`config.mk`:
```
export PLATFORM = sky130hd
export DESIGN_NAME = keypad_scan_config_gpio_mux
export DESIGN_NICKNAME = d
export VERILOG_FILES = /design/src/keypad_cfg_pkg.sv /design/src/key_update_gate.sv /design/src/keypad_scan_config_gpio_mux.sv
export SDC_FILE = /design/constraint.sdc
export NUM_CORES = 1
export LEC_CHECK = 0
export BUFFER_PORTS_ARGS = -buffer_cell sky130_fd_sc_hd__buf_4
export CORE_MARGIN = 4
export CORE_UTILIZATION = 60
export CTS_CLUSTER_SIZE = 20
export DETAILED_ROUTE_END_ITERATION = 10
export HOLD_SLACK_MARGIN = 0.02
export PLACE_DENSITY = 0.83
export SYNTH_ARGS = -nofsm -noshare
export SYNTH_HDL_FRONTEND = slang
export SYNTH_SLANG_ARGS = --single-unit
```
`constraint.sdc`:
```
create_clock -name ref_clk -period 12.3 [get_ports ref_clk]
set_input_delay 0.615 -clock ref_clk [delete_from_list [all_inputs] [get_ports ref_clk]]
set_output_delay 0.615 -clock ref_clk [all_outputs]
set_load 0.01 [all_outputs]
```
`src/keypad_cfg_pkg.sv`:
```
// Purpose: Shared constants for the keypad scan timing and GPIO pin mux.
// Assumes: 125 MHz ref_clk, 16-bit registers reached through a register port.
// Notes:   Register indices are local choices; field positions follow layout.
package keypad_cfg_pkg;

  // ---------------------------------------------------------------------------
  // Register indices on the register port
  // ---------------------------------------------------------------------------
  localparam logic [2:0] REG_KEYPAD_CTRL    = 3'h0;
  localparam logic [2:0] REG_KEY_MASK       = 3'h1;
  localparam logic [2:0] REG_COLUMN_MASK    = 3'h2;
  localparam logic [2:0] REG_PIN_FUNC_DIR   = 3'h3;
  localparam logic [2:0] REG_PULLUP_DISABLE = 3'h4;
  localparam logic [2:0] REG_GPIO_STATE     = 3'h5;

  // ---------------------------------------------------------------------------
  // Field positions and reset values
  // ---------------------------------------------------------------------------
  localparam int DEBOUNCE_MSB   = 13;
  localparam int DEBOUNCE_LSB   = 11;
  localparam int HOLD_MSB       = 10;
  localparam int HOLD_LSB       = 8;
  localparam int COL_MASK_LSB   = 12;
  localparam int GPIO_SEL_LSB   = 8;
  localparam int PULLUP_LSB     = 8;
  localparam logic [15:0] CTRL_RESET     = 16'h0000;
  localparam logic [15:0] KEY_MASK_RESET = 16'h0000;
  localparam logic [15:0] COL_MASK_RESET = 16'h0000;
  localparam logic [15:0] FUNC_RESET     = 16'h0000;
  localparam logic [15:0] PULLUP_RESET   = 16'h0000;
  localparam logic [15:0] COL_MASK_BITS  = 16'hF000;
  localparam logic [15:0] UPPER_BYTE     = 16'hFF00;

  // ---------------------------------------------------------------------------
  // Timing
  // ---------------------------------------------------------------------------
  localparam int CLK_MHZ         = 125;
  localparam int TICK_US         = 1;
  localparam int TICK_CYCLES     = TICK_US * CLK_MHZ;
  localparam int HOLD_SHORT_US   = 100;
  localparam int HOLD_SHORT_TICKS = HOLD_SHORT_US / TICK_US;
  localparam int DEBOUNCE_MS [8] = '{2, 10, 20, 50, 60, 80, 100, 120};
  localparam int US_PER_MS       = 1000;

  typedef enum logic [1:0] {ST_IDLE, ST_DEBOUNCE, ST_HOLD} scan_state_t;

endpackage

```
`src/key_update_gate.sv`:
```
// Purpose: Gates status, pending and interrupt updates for one key column.
// Assumes: Scan results arrive as a 4-bit row vector per column.
// Notes:   Key mask touches only status; column mask touches all three.
`timescale 1ns/1ns
module key_update_gate
  import keypad_cfg_pkg::*;
(
  input  wire logic [3:0] row_hits,
  input  wire logic [3:0] key_mask,
  input  wire logic       col_mask,
  output logic      [3:0] status_upd,
  output logic      [3:0] pending_upd,
  output logic            irq_upd
);
  // Column mask wins over everything; key mask spares the pending path
  assign status_upd  = col_mask ? 4'h0 : (row_hits & ~key_mask);
  assign pending_upd = col_mask ? 4'h0 : row_hits;
  assign irq_upd     = ~col_mask & (|row_hits);
endmodule

```
`src/keypad_scan_config_gpio_mux.sv`:
```
// Purpose: Keypad scan configuration registers, debounce/hold timing and
//          pin reuse of the eight row/column lines as GPIO.
// Assumes: Synchronous active-high reset; register port writes are one-cycle.
// Notes:   The scan state machine itself lives outside; it feeds key_hits.
`timescale 1ns/1ns
module keypad_scan_config_gpio_mux
  import keypad_cfg_pkg::*;
(
  input  wire logic        ref_clk,
  input  wire logic        srst,
  input  wire logic        reg_wr,
  input  wire logic [2:0]  reg_addr,
  input  wire logic [15:0] reg_wdata,
  output logic      [15:0] reg_rdata,
  input  wire logic        scan_start,
  input  wire logic        key_held,
  input  wire logic [15:0] key_hits,
  output logic             debounce_done,
  output logic             hold_done,
  output logic      [15:0] status_update,
  output logic      [15:0] pending_update,
  output logic             key_irq,
  input  wire logic [7:0]  pin_in,
  output logic      [7:0]  pin_out,
  output logic      [7:0]  pin_oe,
  output logic      [7:0]  pin_pullup_en,
  output logic      [7:0]  gpio_mode,
  input  wire logic [7:0]  keypad_out,
  input  wire logic [7:0]  keypad_oe,
  output logic      [7:0]  keypad_in
);

  // ---------------------------------------------------------------------------
  // Configuration registers
  // ---------------------------------------------------------------------------
  logic [15:0] keypad_ctrl;
  logic [15:0] per_key_update_mask;
  logic [15:0] column_event_mask;
  logic [15:0] pin_function_direction_control;
  logic [15:0] pin_pullup_disable;
  logic [7:0]  gpio_in_q;

  // Reserved bits are never stored so they always read back as zero
  always_ff @(posedge ref_clk) begin
    if (srst) begin
      keypad_ctrl                    <= CTRL_RESET;
      per_key_update_mask            <= KEY_MASK_RESET;
      column_event_mask              <= COL_MASK_RESET;
      pin_function_direction_control <= FUNC_RESET;
      pin_pullup_disable             <= PULLUP_RESET;
    end else if (reg_wr) begin
      if (reg_addr == REG_KEYPAD_CTRL) begin
        keypad_ctrl <= reg_wdata & 16'h3F00;
      end else if (reg_addr == REG_KEY_MASK) begin
        per_key_update_mask <= reg_wdata;
      end else if (reg_addr == REG_COLUMN_MASK) begin
        column_event_mask <= reg_wdata & COL_MASK_BITS;
      end else if (reg_addr == REG_PIN_FUNC_DIR) begin
        pin_function_direction_control <= reg_wdata;
      end else if (reg_addr == REG_PULLUP_DISABLE) begin
        pin_pullup_disable <= reg_wdata & UPPER_BYTE;
      end
    end
  end

  // Read mux is registered so reg_rdata comes straight from a flip-flop
  always_ff @(posedge ref_clk) begin
    if (srst) begin
      reg_rdata <= 16'h0000;
    end else if (reg_addr == REG_KEYPAD_CTRL) begin
      reg_rdata <= keypad_ctrl;
    end else if (reg_addr == REG_KEY_MASK) begin
      reg_rdata <= per_key_update_mask;
    end else if (reg_addr == REG_COLUMN_MASK) begin
      reg_rdata <= column_event_mask;
    end else if (reg_addr == REG_PIN_FUNC_DIR) begin
      reg_rdata <= pin_function_direction_control;
    end else if (reg_addr == REG_PULLUP_DISABLE) begin
      reg_rdata <= pin_pullup_disable;
    end else if (reg_addr == REG_GPIO_STATE) begin
      reg_rdata <= {8'h00, gpio_in_q};
    end else begin
      reg_rdata <= 16'h0000;
    end
  end

  // ---------------------------------------------------------------------------
  // Timebase and delay decode
  // ---------------------------------------------------------------------------
  logic [2:0]  debounce_sel;
  logic [2:0]  hold_sel;
  logic [6:0]  tick_div;
  logic        tick;
  logic [19:0] debounce_ticks;
  logic [19:0] hold_ticks;

  assign debounce_sel = keypad_ctrl[DEBOUNCE_MSB:DEBOUNCE_LSB];
  assign hold_sel     = keypad_ctrl[HOLD_MSB:HOLD_LSB];

  // Debounce table in microsecond ticks
  always_comb begin
    debounce_ticks = 20'(DEBOUNCE_MS[debounce_sel] * US_PER_MS);
    if (hold_sel == 3'h0) begin
      hold_ticks = 20'(HOLD_SHORT_TICKS);
    end else begin
      hold_ticks = debounce_ticks;
    end
  end

  // One-microsecond tick keeps the delay counter narrow
  always_ff @(posedge ref_clk) begin
    if (srst || scan_start) begin
      tick_div <= 7'h00;
      tick     <= 1'b0;
    end else if (tick_div == 7'(TICK_CYCLES - 1)) begin
      tick_div <= 7'h00;
      tick     <= 1'b1;
    end else begin
      tick_div <= tick_div + 7'h01;
      tick     <= 1'b0;
    end
  end

  // ---------------------------------------------------------------------------
  // Debounce and hold sequencer
  // ---------------------------------------------------------------------------
  scan_state_t state;
  logic [19:0] delay_cnt;
  logic [2:0]  periods_left;

  // Counter reloads at every interval start; hold repeats whole periods
  always_ff @(posedge ref_clk) begin
    if (srst) begin
      state         <= ST_IDLE;
      delay_cnt     <= 20'h00000;
      periods_left  <= 3'h0;
      debounce_done <= 1'b0;
      hold_done     <= 1'b0;
    end else begin
      debounce_done <= 1'b0;
      hold_done     <= 1'b0;
      case (state)
        ST_IDLE: begin
          if (scan_start) begin
            state     <= ST_DEBOUNCE;
            delay_cnt <= debounce_ticks;
          end
        end
        ST_DEBOUNCE: begin
          if (tick && delay_cnt <= 20'h00001) begin
            debounce_done <= 1'b1;
            if (key_held) begin
              state        <= ST_HOLD;
              delay_cnt    <= hold_ticks;
              periods_left <= (hold_sel == 3'h0) ? 3'h0 : hold_sel - 3'h1;
            end else begin
              state <= ST_IDLE;
            end
          end else if (tick) begin
            delay_cnt <= delay_cnt - 20'h00001;
          end
        end
        ST_HOLD: begin
          if (!key_held) begin
            state <= ST_IDLE;
          end else if (tick && delay_cnt <= 20'h00001) begin
            if (periods_left != 3'h0) begin
              periods_left <= periods_left - 3'h1;
              delay_cnt    <= debounce_ticks;
            end else begin
              hold_done <= 1'b1;
              state     <= ST_DEBOUNCE;
              delay_cnt <= debounce_ticks;
            end
          end else if (tick) begin
            delay_cnt <= delay_cnt - 20'h00001;
          end
        end
        default: begin
          state <= ST_IDLE;
        end
      endcase
    end
  end

  // ---------------------------------------------------------------------------
  // Per-column update gating
  // ---------------------------------------------------------------------------
  logic [15:0] next_status;
  logic [15:0] next_pending;
  logic [3:0]  col_irq;

  // Bit index is column*4+row, so each column is a 4-bit slice
  genvar c;
  generate
    for (c = 0; c < 4; c++) begin : g_col
      key_update_gate key_update_gate_inst (
        .row_hits    (key_hits[c*4 +: 4]),
        .key_mask    (per_key_update_mask[c*4 +: 4]),
        .col_mask    (column_event_mask[COL_MASK_LSB + c]),
        .status_upd  (next_status[c*4 +: 4]),
        .pending_upd (next_pending[c*4 +: 4]),
        .irq_upd     (col_irq[c])
      );
    end
  endgenerate

  always_ff @(posedge ref_clk) begin
    if (srst) begin
      status_update  <= 16'h0000;
      pending_update <= 16'h0000;
      key_irq        <= 1'b0;
    end else begin
      status_update  <= next_status;
      pending_update <= next_pending;
      key_irq        <= |col_irq;
    end
  end

  // ---------------------------------------------------------------------------
  // Pin mux: bits 7..4 are columns 4..1, bits 3..0 rows 4..1
  // ---------------------------------------------------------------------------
  logic [7:0] gpio_sel;
  logic [7:0] gpio_dir_out;
  logic [7:0] gpio_drive;
  logic [7:0] pullup_off;

  assign gpio_sel     = pin_function_direction_control[15:GPIO_SEL_LSB];
  assign gpio_dir_out = pin_function_direction_control[7:0];
  assign pullup_off   = pin_pullup_disable[15:PULLUP_LSB];
  // GPIO output value comes from the state register's low byte of writes
  always_ff @(posedge ref_clk) begin
    if (srst) begin
      gpio_drive <= 8'h00;
    end else if (reg_wr && reg_addr == REG_GPIO_STATE) begin
      gpio_drive <= reg_wdata[7:0];
    end
  end

  // Open-collector pins only pull low; high is left to the pull-up or load
  always_ff @(posedge ref_clk) begin
    if (srst) begin
      pin_out       <= 8'h00;
      pin_oe        <= 8'h00;
      pin_pullup_en <= 8'hFF;
      gpio_mode     <= 8'h00;
      keypad_in     <= 8'h00;
      gpio_in_q     <= 8'h00;
    end else begin
      for (int i = 0; i < 8; i++) begin
        if (gpio_sel[i]) begin
          pin_out[i] <= gpio_drive[i];
          pin_oe[i]  <= gpio_dir_out[i] &
                        (~pullup_off[i] | ~gpio_drive[i]);
        end else begin
          pin_out[i] <= keypad_out[i];
          pin_oe[i]  <= keypad_oe[i];
        end
      end
      pin_pullup_en <= ~pullup_off;
      gpio_mode     <= gpio_sel;
      keypad_in     <= pin_in & ~gpio_sel;
      gpio_in_q     <= pin_in & gpio_sel;
    end
  end

  // ---------------------------------------------------------------------------
  // Checks
  // ---------------------------------------------------------------------------
  property p_colmask_blocks;
    @(posedge ref_clk) disable iff (srst)
      column_event_mask[COL_MASK_LSB] |=> (status_update[3:0] == 4'h0 &&
        pending_update[3:0] == 4'h0);
  endproperty
  a_colmask_blocks: assert property (p_colmask_blocks)
    else $error("column mask did not block column 1");

  property p_keymask_pending;
    @(posedge ref_clk) disable iff (srst)
      column_event_mask == 16'h0000 |=> pending_update == $past(key_hits);
  endproperty
  a_keymask_pending: assert property (p_keymask_pending)
    else $error("pending update altered by key mask");

  property p_keymask_status;
    @(posedge ref_clk) disable iff (srst)
      (per_key_update_mask[0] && key_hits[0]) |=> !status_update[0];
  endproperty
  a_keymask_status: assert property (p_keymask_status)
    else $error("key mask did not block status bit 0");

  property p_gpio_dir;
    @(posedge ref_clk) disable iff (srst)
      (gpio_sel[0] && !gpio_dir_out[0]) |=> !pin_oe[0];
  endproperty
  a_gpio_dir: assert property (p_gpio_dir)
    else $error("input GPIO is driving");

  property p_keypad_func;
    @(posedge ref_clk) disable iff (srst)
      !gpio_sel[7] |=> pin_oe[7] == $past(keypad_oe[7]);
  endproperty
  a_keypad_func: assert property (p_keypad_func)
    else $error("keypad pin not following keypad logic");

  property p_open_collector;
    @(posedge ref_clk) disable iff (srst)
      (gpio_sel[5] && pullup_off[5] && gpio_drive[5]) |=> !pin_oe[5];
  endproperty
  a_open_collector: assert property (p_open_collector)
    else $error("open collector pin drove high");

  property p_hold_short;
    @(posedge ref_clk) disable iff (srst)
      (state == ST_HOLD && debounce_done && hold_sel == 3'h0)
        |-> delay_cnt == 20'(HOLD_SHORT_TICKS);
  endproperty
  a_hold_short: assert property (p_hold_short)
    else $error("short hold not loaded with 100 us");

  property p_debounce_load;
    @(posedge ref_clk) disable iff (srst)
      (state == ST_IDLE && scan_start && debounce_sel == 3'h0)
        |=> delay_cnt == 20'h007D0;
  endproperty
  a_debounce_load: assert property (p_debounce_load)
    else $error("2 ms debounce not loaded");

endmodule

```
==> qor.txt, run 1 <==
=======================================================================================
Net Sw Frac                                                                       26.9%
H-Tree Depth                                                                          4
Worst-case vdd ir drop                                                           105 uV
Worst-path clk slew                                                             0.07 ns
Share of the yosys chip area belonging to registers                               43.6%
Switching component of the power                                               0.376 mW
Number of global-route vias before repair                                         7,207
Met2 GRT Util                                                                     43.5%
Standard cell core area                                                     14,000 um^2
Post-route insts no fill                                                          1,332
Synthesis-to-finish area growth                                                   21.1%
Via total after detailed routing                                                  7,809
Number of maximum-capacitance violations                                              0
Count of yosys warnings during synthesis                                              0
Number of pins with negative max-slew slack in the final report                       0
DP Wirelength                                                                   16.9 mm
Total setup violations reported at the end of the flow                                0
Hold-fix buffer count after cts                                                       0
Design area                                                                 10,600 um^2
Synth Net Count                                                                   1,125
Clock buffer depth                                                                    2
Sequential cell area in the final layout                                      3800 um^2
Kind of start point of the critical path                                       register
Total number of nets in the final design                                          1,260
Top-level I/O count                                                                 155
Antenna diodes                                                                        0
Clock sink total                                                                    190
Number of buffers inserted by port buffering                                        154
Headroom to the max-slew limit                                                    18.2%
Number of buffers added for setup after CTS                                           0
Number of buffers created by CTS                                                     17
Die Y                                                                            129 um
Endpoint required time on the critical path                                    12.67 ns
Total global-route track usage                                                    27.9%
Antenna violations before repair                                                      0
Total of flip-flops plus latches after synthesis                                    190
Horizontal die dimension                                                         129 um
Worst skew pair latency                                                         0.44 ns
Power per cell area                                                         132 nW/um^2
Critical path class                                                          reg -> reg
Critical path's largest stage delay                                             0.61 ns
Cells after Synth                                                                 1,004
Wire length of the first global-routing pass                                    36.9 mm
Share of total power in combinational logic                                       12.9%
# resized after CTS                                                                   0
Run status                                                                 finished, final reports clean
Effective utilization at floorplan                                                62.1%
Largest area contributor in the netlist                                         dfxtp_1
Wire length after detailed routing                                              23.4 mm
Detailed-route wire length per cell                                             17.5 um
CP endpoint kind                                                               register
Syn Area/Cell                                                                 8.69 um^2
Fraction of registers with async set or reset after synthesis                        0%
Setup repair after global routing missed its margin                               false
CTS tree                                                                           done
Leading cell types in the layout, fill and taps excluded                   dfxtp_1 (190), buf_4 (160), nand2_1 (151)
Max Clock Freq                                                                  205 MHz
Pin count of the biggest net entering global routing                                 64
Post-Place Setup Slack                                                          7.47 ns
Top cell type's share of synthesized area                                         43.6%
Slew of the pin with the lowest slew margin                                     1.21 ns
Synth Cell Area                                                               8730 um^2
Remaining DRCs                                                                        0
Cell Count Post-Placement                                                         1,300
Reg power frac                                                                    46.7%
Clock Root Buffer                                                             clkbuf_16
Share of post-route cells with drive strength above 1                             19.1%
Post-route clock period utilization                                               39.6%
Worst Hold Margin                                                              0.384 ns
Global Route met1 Usage                                                           39.1%
Number of different library cells in the post-synthesis netlist                      69
Ordered cell list for the critical path                                    inv_1, ha_1, a21o_1, inv_1, ha_1, or2_2, ha_1, ha_1, inv_1, fa_1, inv_1, fa_1, a211oi_1, o21ai_0, a41oi_1, xnor2_1, a21oi_1, o21ai_0
Leading cell types by total area after synthesis                           dfxtp_1 (44%), ha_1 (6.7%), nand2_1 (6.5%)
Post-route minimum period                                                       4.87 ns
Core Rows                                                                            43
Global routing met3 resource utilization                                          5.89%
Leakage power figure                                                            4.43 nW
Type of the tightest min-delay check                                          in -> reg
Area of the multi-input gates                                                 4550 um^2
Hold Violations, Final                                                                0
Routed Antenna Nets                                                                   0
Clk network pwr share                                                             40.4%
Number of inserted filler cells in the final layout                               1,056
Biggest fanout along the worst timing path                                           14
Number of enable flip-flop cells after synthesis                                      0
Total cell area at the placement stage                                        9970 um^2
Die outline area                                                            16,500 um^2
Int Pwr                                                                         1.02 mW
Grt peak-use layer                                                                 met2
TNS Setup                                                                          0 ns
Grt ovf                                                                               0
Arrival @ worst endpoint                                                        5.23 ns
Number of violations reported at the end of detailed-routing iteration 0            856
Most used flip-flop cell after synthesis                                        dfxtp_1
First-pass iteration count of the detailed router                                     5
Worst Setup Slack, final                                                        7.43 ns
Final RePlAce weighted congestion                                                 0.928
Clock skew                                                                   0.00686 ns
Most common cell after layout, fill and taps aside                              dfxtp_1
Max stage delay cell, worst path                                                dfxtp_1
Via density per instance                                                           5.86
=======================================================================================
metrics by stage:
stage               utilization [%]  power (mW)
finish                         75.2        1.40
global route                   75.2        1.45
CTS                            75.2        1.40
detailed placement             71.0       0.843
global placement               71.0       0.841
floorplan                         -       0.778
kinds of logic after synthesis:
family | Yosys count | share of synthesized area (%)
flip-flops | 190 | 43.6
buffers and inverters | 94 | 4.37
XOR/XNOR | 16 | 1.61
adder cells (fa/ha/maj) | 57 | 9.03
AND/OR/NAND/NOR | 426 | 24.0
multiplexers | 35 | 4.09
AO/OA/AOI/OAI | 186 | 13.3
synth_stat cells (4+ instances only):
| cell type | instances |
|---|---|
| a21oi_1 | 101 |
| clkbuf_1 | 35 |
| a22oi_1 | 6 |
| nand2b_1 | 15 |
| mux2_2 | 5 |
| nor2_1 | 91 |
| xnor2_1 | 6 |
| inv_1 | 48 |
| o21ai_0 | 22 |
| nor3b_1 | 11 |
| nor4_1 | 12 |
| o211ai_1 | 4 |
| and2_1 | 30 |
| or2_2 | 7 |
| o32ai_1 | 7 |
| fa_1 | 10 |
| or4_1 | 4 |
| ha_1 | 47 |
| dfxtp_1 | 190 |
| a32oi_1 | 4 |
| xor2_1 | 10 |
| nand3_1 | 23 |
| or3_1 | 8 |
| nand2_1 | 151 |
| nor3_1 | 16 |
| nor2b_1 | 25 |
| a31oi_1 | 6 |
| and3_1 | 11 |
| mux2i_1 | 30 |
cell type report:
class / instances / area share [%]
Multi-Input combinational cell: 720 / 43.1
Sequential cell: 190 / 36.0
Timing Repair Buffer: 160 / 11.4
Clock buffer: 19 / 4.19
Tap cell: 180 / 2.13
Inverter: 50 / 1.78
Clock inverter: 13 / 1.46
per-layer routing:
layer	share of wire, %	vias to the layer above
met5	0	-
met4	2.3	0
met3	8.9	48
met2	45	373
met1	44	3676
li1	-	3712
power by group through the flow:
stage / logic, mW / registers, mW / clock network [mW]
2_1_floorplan: 0.110 / 0.668 / 0
3_3_place_gp: 0.175 / 0.666 / 0
3_5_place_dp: 0.177 / 0.667 / 0
4_1_cts: 0.179 / 0.653 / 0.568
5_1_grt: 0.198 / 0.655 / 0.595
6_report: 0.181 / 0.653 / 0.565
worst paths after layout:
path	startpoint	endpoint	slack, ns	depth (start not counted)
max reg2reg	keypad_ctrl[12]	delay_cnt[16]	7.43	18
min	pin_in[7]	gpio_in_q[7]	0.38	2
min reg2reg	pin_pullup_disable[15]	pin_pullup_en[7]	0.44	1
max	keypad_ctrl[12]	delay_cnt[16]	7.43	18
flip-flops by register name, indices dropped and copies added, names as in the netlist, 16 cells and up:
signal and count:
delay_cnt 20, per_key_update_mask 16, status_update 16, pending_update 16
pin_function_direction_control 16, reg_rdata 16
critical path: cells and delay by family, from the launching register on:
kind,cells,cell delay (ns)
xor gates and xnor gates,1,0.14
AOI/OAI and AO/OA,6,1.32
adders and majority gates,6,2.08
buffers and inverters,4,0.35
DFF,1,0.61
and+or+nand+nor,1,0.29
Power figures use the tool's default switching activity.
==> run 2, diff against run 1 <==
--- a/config.mk
+++ b/config.mk
@@ -7,11 +7,11 @@
 export LEC_CHECK = 0
 export BUFFER_PORTS_ARGS = -buffer_cell sky130_fd_sc_hd__buf_4
 export CORE_MARGIN = 4
-export CORE_UTILIZATION = 60
+export CORE_UTILIZATION = 51
 export CTS_CLUSTER_SIZE = 20
 export DETAILED_ROUTE_END_ITERATION = 10
 export HOLD_SLACK_MARGIN = 0.02
-export PLACE_DENSITY = 0.83
+export PLACE_DENSITY = 0.75
 export SYNTH_ARGS = -nofsm -noshare
 export SYNTH_HDL_FRONTEND = slang
 export SYNTH_SLANG_ARGS = --single-unit
==> constraint.sdc (replaced) <==
create_clock -name ref_clk -period 4.14 [get_ports ref_clk]
set_input_delay 0.207 -clock ref_clk [delete_from_list [all_inputs] [get_ports ref_clk]]
set_output_delay 0.207 -clock ref_clk [all_outputs]
set_load 0.01 [all_outputs]
==> run 2 against run 1 <==
Effect of this change: sequential share of layout area decreased by 2.1 points; total power increased to 3.0 times the previous value; via count increased by 0.85%; cell count increased by 7.1%; non-clock buffer count increased by 55; clock power increased to 2.8 times the previous value; first-iteration DRC count decreased by 25%; die area increased by 17%; fmax increased by 19%; core utilization decreased by 7.8 points; critical path depth unchanged; highest routed layer unchanged.
==> qor.txt, run 2 (synthesized netlist as in run 1, its figures left out) <==
=======================================================================================
Number of global-route vias before repair                                         7,433
Via total after detailed routing                                                  7,875
Number of cells on the worst hold path                                                2
Effective utilization at floorplan                                                52.2%
Max Clock Freq                                                                  245 MHz
Number of buffers created by CTS                                                     17
Remaining DRCs                                                                        0
H-Tree Depth                                                                          4
Leakage power figure                                                            4.70 nW
Antenna violations before repair                                                      0
Arrival @ worst endpoint                                                        4.40 ns
R2R cell count                                                                       18
Design Power                                                                    4.14 mW
Core Rows                                                                            47
Worst-case vdd ir drop                                                           335 uV
Detailed-route wire length per cell                                             16.9 um
R2R setup slack                                                                 0.06 ns
Total setup violations reported at the end of the flow                                0
Worst skew pair latency                                                         0.44 ns
Clock sink total                                                                    190
Endpoint required time on the critical path                                     4.46 ns
DP Wirelength                                                                   17.0 mm
Clock skew                                                                    0.0189 ns
Grt peak-use layer                                                                 met2
Total global-route track usage                                                    24.3%
Met2 GRT Util                                                                     39.0%
Biggest fanout along the worst timing path                                            4
Routed Antenna Nets                                                                   0
Power per cell area                                                         367 nW/um^2
Post-Place Setup Slack                                                        -0.111 ns
Worst-path clk slew                                                             0.08 ns
Total number of nets in the final design                                          1,315
First-pass iteration count of the detailed router                                     5
Pin count of the biggest net entering global routing                                 49
Critical path class                                                          reg -> reg
Hold_sp                                                                     key_hits[1]
Flip-flop count of the largest register, all copies and words added                  20
Wire length after detailed routing                                              24.1 mm
Share of post-route cells with drive strength above 1                             22.8%
Worst reg2reg endpoint                                                     delay_cnt[12]
Global Route met1 Usage                                                           34.0%
Clock buffer depth                                                                    2
Cell Count Post-Placement                                                         1,359
Post-route insts no fill                                                          1,427
Number of buffers inserted by port buffering                                        154
Global routing met3 resource utilization                                          4.79%
Final RePlAce weighted congestion                                                 0.916
Post-route minimum period                                                       4.08 ns
Synthesis-to-finish area growth                                                   29.1%
Most common cell after layout, fill and taps aside                              dfxtp_1
Standard cell core area                                                     16,700 um^2
Post-route clock period utilization                                               98.5%
Source of the worst register-to-register timing path                       keypad_ctrl[12]
CTS tree                                                                           done
TNS Setup                                                                          0 ns
Type of the tightest min-delay check                                          in -> reg
Number of maximum-capacitance violations                                              0
Grt ovf                                                                               0
Antenna diodes                                                                        0
Hold Violations, Final                                                                0
Headroom to the max-slew limit                                                    22.1%
Number of pins with negative max-slew slack in the final report                       0
Terminating pin of the worst hold path                                     pending_update[1]
Run status                                                                 finished, final reports clean
Worst Hold Margin                                                             0.0274 ns
Worst Setup Slack, final                                                      0.0619 ns
Via density per instance                                                           5.52
Horizontal die dimension                                                         139 um
Die outline area                                                            19,300 um^2
CP endpoint kind                                                               register
Reg with most FFs                                                             delay_cnt
Leading cell types in the layout, fill and taps excluded                   dfxtp_1 (187), buf_4 (184), nand2_1 (151)
Die Y                                                                            139 um
Setup repair after global routing missed its margin                                true
Wire length of the first global-routing pass                                    38.9 mm
Kind of start point of the critical path                                       register
Slew of the pin with the lowest slew margin                                     1.16 ns
Number of violations reported at the end of detailed-routing iteration 0            641
Top-level I/O count                                                                 155
Clock Root Buffer                                                             clkbuf_16
=======================================================================================
## run 2: changes by cell type in the layout (fill, tap and decap cells not counted), sizes merged, moves of 2 or more
cell	before	now
buf	160	187
bufinv	2	0
clkinv	3	5
clkinvlp	3	0
dlygate4sd3	0	28
inv	55	59
## run 2: per-stage QoR
stage	util (%)	instance area [um^2]
finish	67.5	11300
CTS	66.4	11100
global placement	61.0	10200
global route	67.5	11300
detailed placement	61.0	10200
floorplan	-	8760
## run 2: area by class of cell
type	instances	area, um^2
well taps	220	275
fillers	1338	5430
inverters	50	198
flip-flops and latches	190	3810
clock inverters	14	155
repair buffers	215	1700
clock buffers	18	429
multi-input cells	720	4700
## run 2: what timing repair did
item,in CTS,in global routing
hold buffers,28,0
pin swaps,5,17
resized for setup,7,34
buffers inserted,3,5
setup endpoints to repair,5,8
endpoints found under the hold margin,28,0
## run 2: how the worst max path moves through the flow
stage | startpoint | to | slack (ns) | depth (start not counted)
6_report | keypad_ctrl[12] | delay_cnt[12] | 0.06 | 18
3_5_place_dp | keypad_ctrl[11] | delay_cnt[13] | -0.11 | 17
4_1_cts | keypad_ctrl[12] | delay_cnt[14] | 0.01 | 18
5_1_grt | keypad_ctrl[12] | delay_cnt[14] | -0.06 | 18
3_3_place_gp | keypad_ctrl[11] | delay_cnt[14] | -0.01 | 18
2_1_floorplan | keypad_ctrl[13] | delay_cnt[13] | -0.009 | 17
## run 2: worst max-delay path, cell delays in order (launching register included)
cell and delay (ns):
dfxtp_4 0.37, buf_4 0.14, ha_4 0.16, xor2_2 0.17, o21ai_2 0.08, ha_1 0.20, or2_2 0.32, ha_4 0.22
ha_1 0.28, inv_2 0.04, fa_1 0.51, inv_2 0.05, fa_2 0.42, buf_4 0.16, a21o_1 0.15, a211o_1 0.28
o211ai_1 0.09, o41ai_1 0.11, a32o_1 0.21
## run 2: where the power goes
part / total [mW] / internal, mW / leakage (nW) / switching (mW)
sequential: 1.94 / 1.89 / 1.55 / 0.0467
combinational: 0.595 / 0.263 / 2.86 / 0.331
clock: 1.61 / 0.817 / 0.287 / 0.791
## run 2: per-layer routing
metal	part of all wire (%)	wire length [um]
met3	7.0	1690
met2	46	11100
met4	1.7	399
met1	45	10900
met5	0	0
==> run 3, diff against run 2 <==
--- a/config.mk
+++ b/config.mk
@@ -6,12 +6,13 @@
 export NUM_CORES = 1
 export LEC_CHECK = 0
 export BUFFER_PORTS_ARGS = -buffer_cell sky130_fd_sc_hd__buf_4
-export CORE_MARGIN = 4
+export CORE_MARGIN = 5
 export CORE_UTILIZATION = 51
 export CTS_CLUSTER_SIZE = 20
 export DETAILED_ROUTE_END_ITERATION = 10
 export HOLD_SLACK_MARGIN = 0.02
 export PLACE_DENSITY = 0.75
+export SETUP_SLACK_MARGIN = 0.3
 export SYNTH_ARGS = -nofsm -noshare
 export SYNTH_HDL_FRONTEND = slang
 export SYNTH_SLANG_ARGS = --single-unit
==> run 3 against run 2 <==
Effect of this change: critical path depth decreased by 1; worst hold slack got worse by 0.0071 ns; setup slack improved by 0.069 ns; clock power about the same; combinational power about the same; cell count decreased by 0.91%.
==> qor.txt, run 3 (synthesized netlist as in run 1, its figures left out) <==
=======================================================================================
Total number of nets in the final design                                          1,302
Reg with most FFs                                                             delay_cnt
Post-route clock period utilization                                               96.8%
Number of pins with negative max-slew slack in the final report                       0
Leakage power figure                                                            4.64 nW
Number of global-route vias before repair                                         7,555
Total setup violations reported at the end of the flow                                0
Most common cell after layout, fill and taps aside                              dfxtp_1
Worst Setup Slack, final                                                       0.131 ns
Setup repair after global routing missed its margin                                true
H-Tree Depth                                                                          4
Standard cell core area                                                     16,700 um^2
Core Rows                                                                            47
Remaining DRCs                                                                        0
Antenna diodes                                                                        0
Reg power frac                                                                    46.7%
Number of maximum-capacitance violations                                              0
Die outline area                                                            19,800 um^2
Flip-flop count of the largest register, all copies and words added                  20
Fraction of the core area covered by cells at the end of the flow                 67.4%
Design Power                                                                    4.16 mW
Wire length after detailed routing                                              25.1 mm
Terminating pin of the worst hold path                                       pin_out[1]
Clock buffer depth                                                                    2
Via total after detailed routing                                                  7,812
Biggest fanout along the worst timing path                                            4
Worst-case vdd ir drop                                                           312 uV
Sequential cell area in the final layout                                      3810 um^2
Type of the tightest min-delay check                                          in -> reg
Switching component of the power                                                1.13 mW
Clock sink total                                                                    190
Source of the worst register-to-register timing path                       keypad_ctrl[12]
Share of post-route cells with drive strength above 1                             23.1%
Grt ovf                                                                               0
Clock Root Buffer                                                             clkbuf_16
Arrival @ worst endpoint                                                        4.30 ns
Number of violations reported at the end of detailed-routing iteration 0            486
Run status                                                                 finished, final reports clean
Area of the multi-input gates                                                 4790 um^2
DP Wirelength                                                                   18.2 mm
Worst-path clk slew                                                             0.07 ns
Post-Place Setup Slack                                                        0.0291 ns
Headroom to the max-slew limit                                                    32.4%
Critical path class                                                          reg -> reg
CTS tree                                                                           done
Worst reg2reg endpoint                                                     delay_cnt[13]
Horizontal die dimension                                                         141 um
TNS Setup                                                                          0 ns
Hold Violations, Final                                                                0
First-pass iteration count of the detailed router                                     5
Effective utilization at floorplan                                                52.2%
Clock skew                                                                    0.0138 ns
Top-level I/O count                                                                 155
Die Y                                                                            141 um
R2R setup slack                                                                 0.13 ns
Number of inserted filler cells in the final layout                               1,340
Final RePlAce weighted congestion                                                 0.865
Synthesis-to-finish area growth                                                   29.0%
Routed Antenna Nets                                                                   0
Detailed-route wire length per cell                                             17.8 um
Wire length of the first global-routing pass                                    40.0 mm
Launching instance or port of the critical path                            keypad_ctrl[12]
Antenna violations before repair                                                      0
Number of buffers inserted by port buffering                                        154
Endpoint required time on the critical path                                     4.43 ns
Leading cell types in the layout, fill and taps excluded                   dfxtp_1 (187), buf_4 (174), nand2_1 (150)
Share of total power in combinational logic                                       14.4%
Net Sw Frac                                                                       27.2%
Total global-route track usage                                                    25.0%
Number of buffers created by CTS                                                     17
Number of cells on the worst hold path                                                3
Slew of the pin with the lowest slew margin                                     1.00 ns
CP endpoint kind                                                               register
Power per cell area                                                         369 nW/um^2
Cell Count Post-Placement                                                         1,352
Worst skew pair latency                                                         0.43 ns
Post-route minimum period                                                       4.01 ns
Pin count of the biggest net entering global routing                                 69
R2R cell count                                                                       17
Clk network pwr share                                                             38.9%
Int Pwr                                                                         3.03 mW
Max Clock Freq                                                                  249 MHz
Post-route insts no fill                                                          1,414
Kind of start point of the critical path                                       register
Via density per instance                                                           5.52
Hold_sp                                                                    keypad_out[1]
=======================================================================================
==> run 3: critical path, stage by stage (launching register included) <==
cell and delay (ns):
dfxtp_4 0.37, clkinvlp_4 0.14, ha_4 0.24, a21o_1 0.20, buf_6 0.13, fa_1 0.46, xnor2_1 0.17, ha_4 0.28
inv_1 0.04, fa_1 0.50, inv_2 0.06, ha_4 0.16, a2111o_1 0.42, a21oi_2 0.16, o21ai_1 0.07, and3_1 0.21
a41oi_2 0.17, o32ai_2 0.09
==> run 3: worst max-delay path by stage <==
stage / endpoint / slack (ns)
final: delay_cnt[13] / 0.13
after global routing: delay_cnt[17] / -0.03
after CTS: delay_cnt[13] / 0.17
after detailed placement: delay_cnt[13] / 0.03
after global placement: delay_cnt[14] / 0.12
after floorplan: delay_cnt[13] / 0.14
==> run 3: stage by stage <==
step / instance area [um^2] / hold slack, ns
floorplan: 8850 / 0.283
global placement: 10200 / 0.424
detailed placement: 10200 / 0.421
CTS: 11200 / 0.0208
global route: 11300 / 0.0280
finish: 11300 / 0.0203
==> run 3: what timing repair did <==
action	CTS	global route
gates resized for setup	17	17
hold buffers	25	0
pin swaps	18	9
endpoints found under the setup margin	7	7
endpoints found under the hold margin	26	0
setup buffers	4	1
==> run 3: layout make-up <==
type                            instances  share of cell area (%)
Tap cell                              220                    2.44
Clock inverter                         12                    1.32
Timing Repair Buffer                  202                    14.1
Multi-Input combinational cell        720                    42.6
Clock buffer                           20                    3.97
Sequential cell                       190                    33.8
Inverter                               50                    1.72
==> run 3: per-layer routing <==
metal | GRT usage, % | share of wire (%)
met1 | 31.5 | 41
met5 | 0 | 0
met4 | 9.48 | 3.3
met2 | 43.1 | 49
met3 | 4.10 | 6.5
==> run 3: power by group through the flow <==
stage	sequential [mW]	combinational, mW	clock (mW)
after detailed placement	1.98	0.547	0
after CTS	1.94	0.583	1.64
after global routing	1.95	0.652	1.72
final	1.94	0.598	1.62
after floorplan	1.98	0.334	0
after global placement	1.98	0.540	0
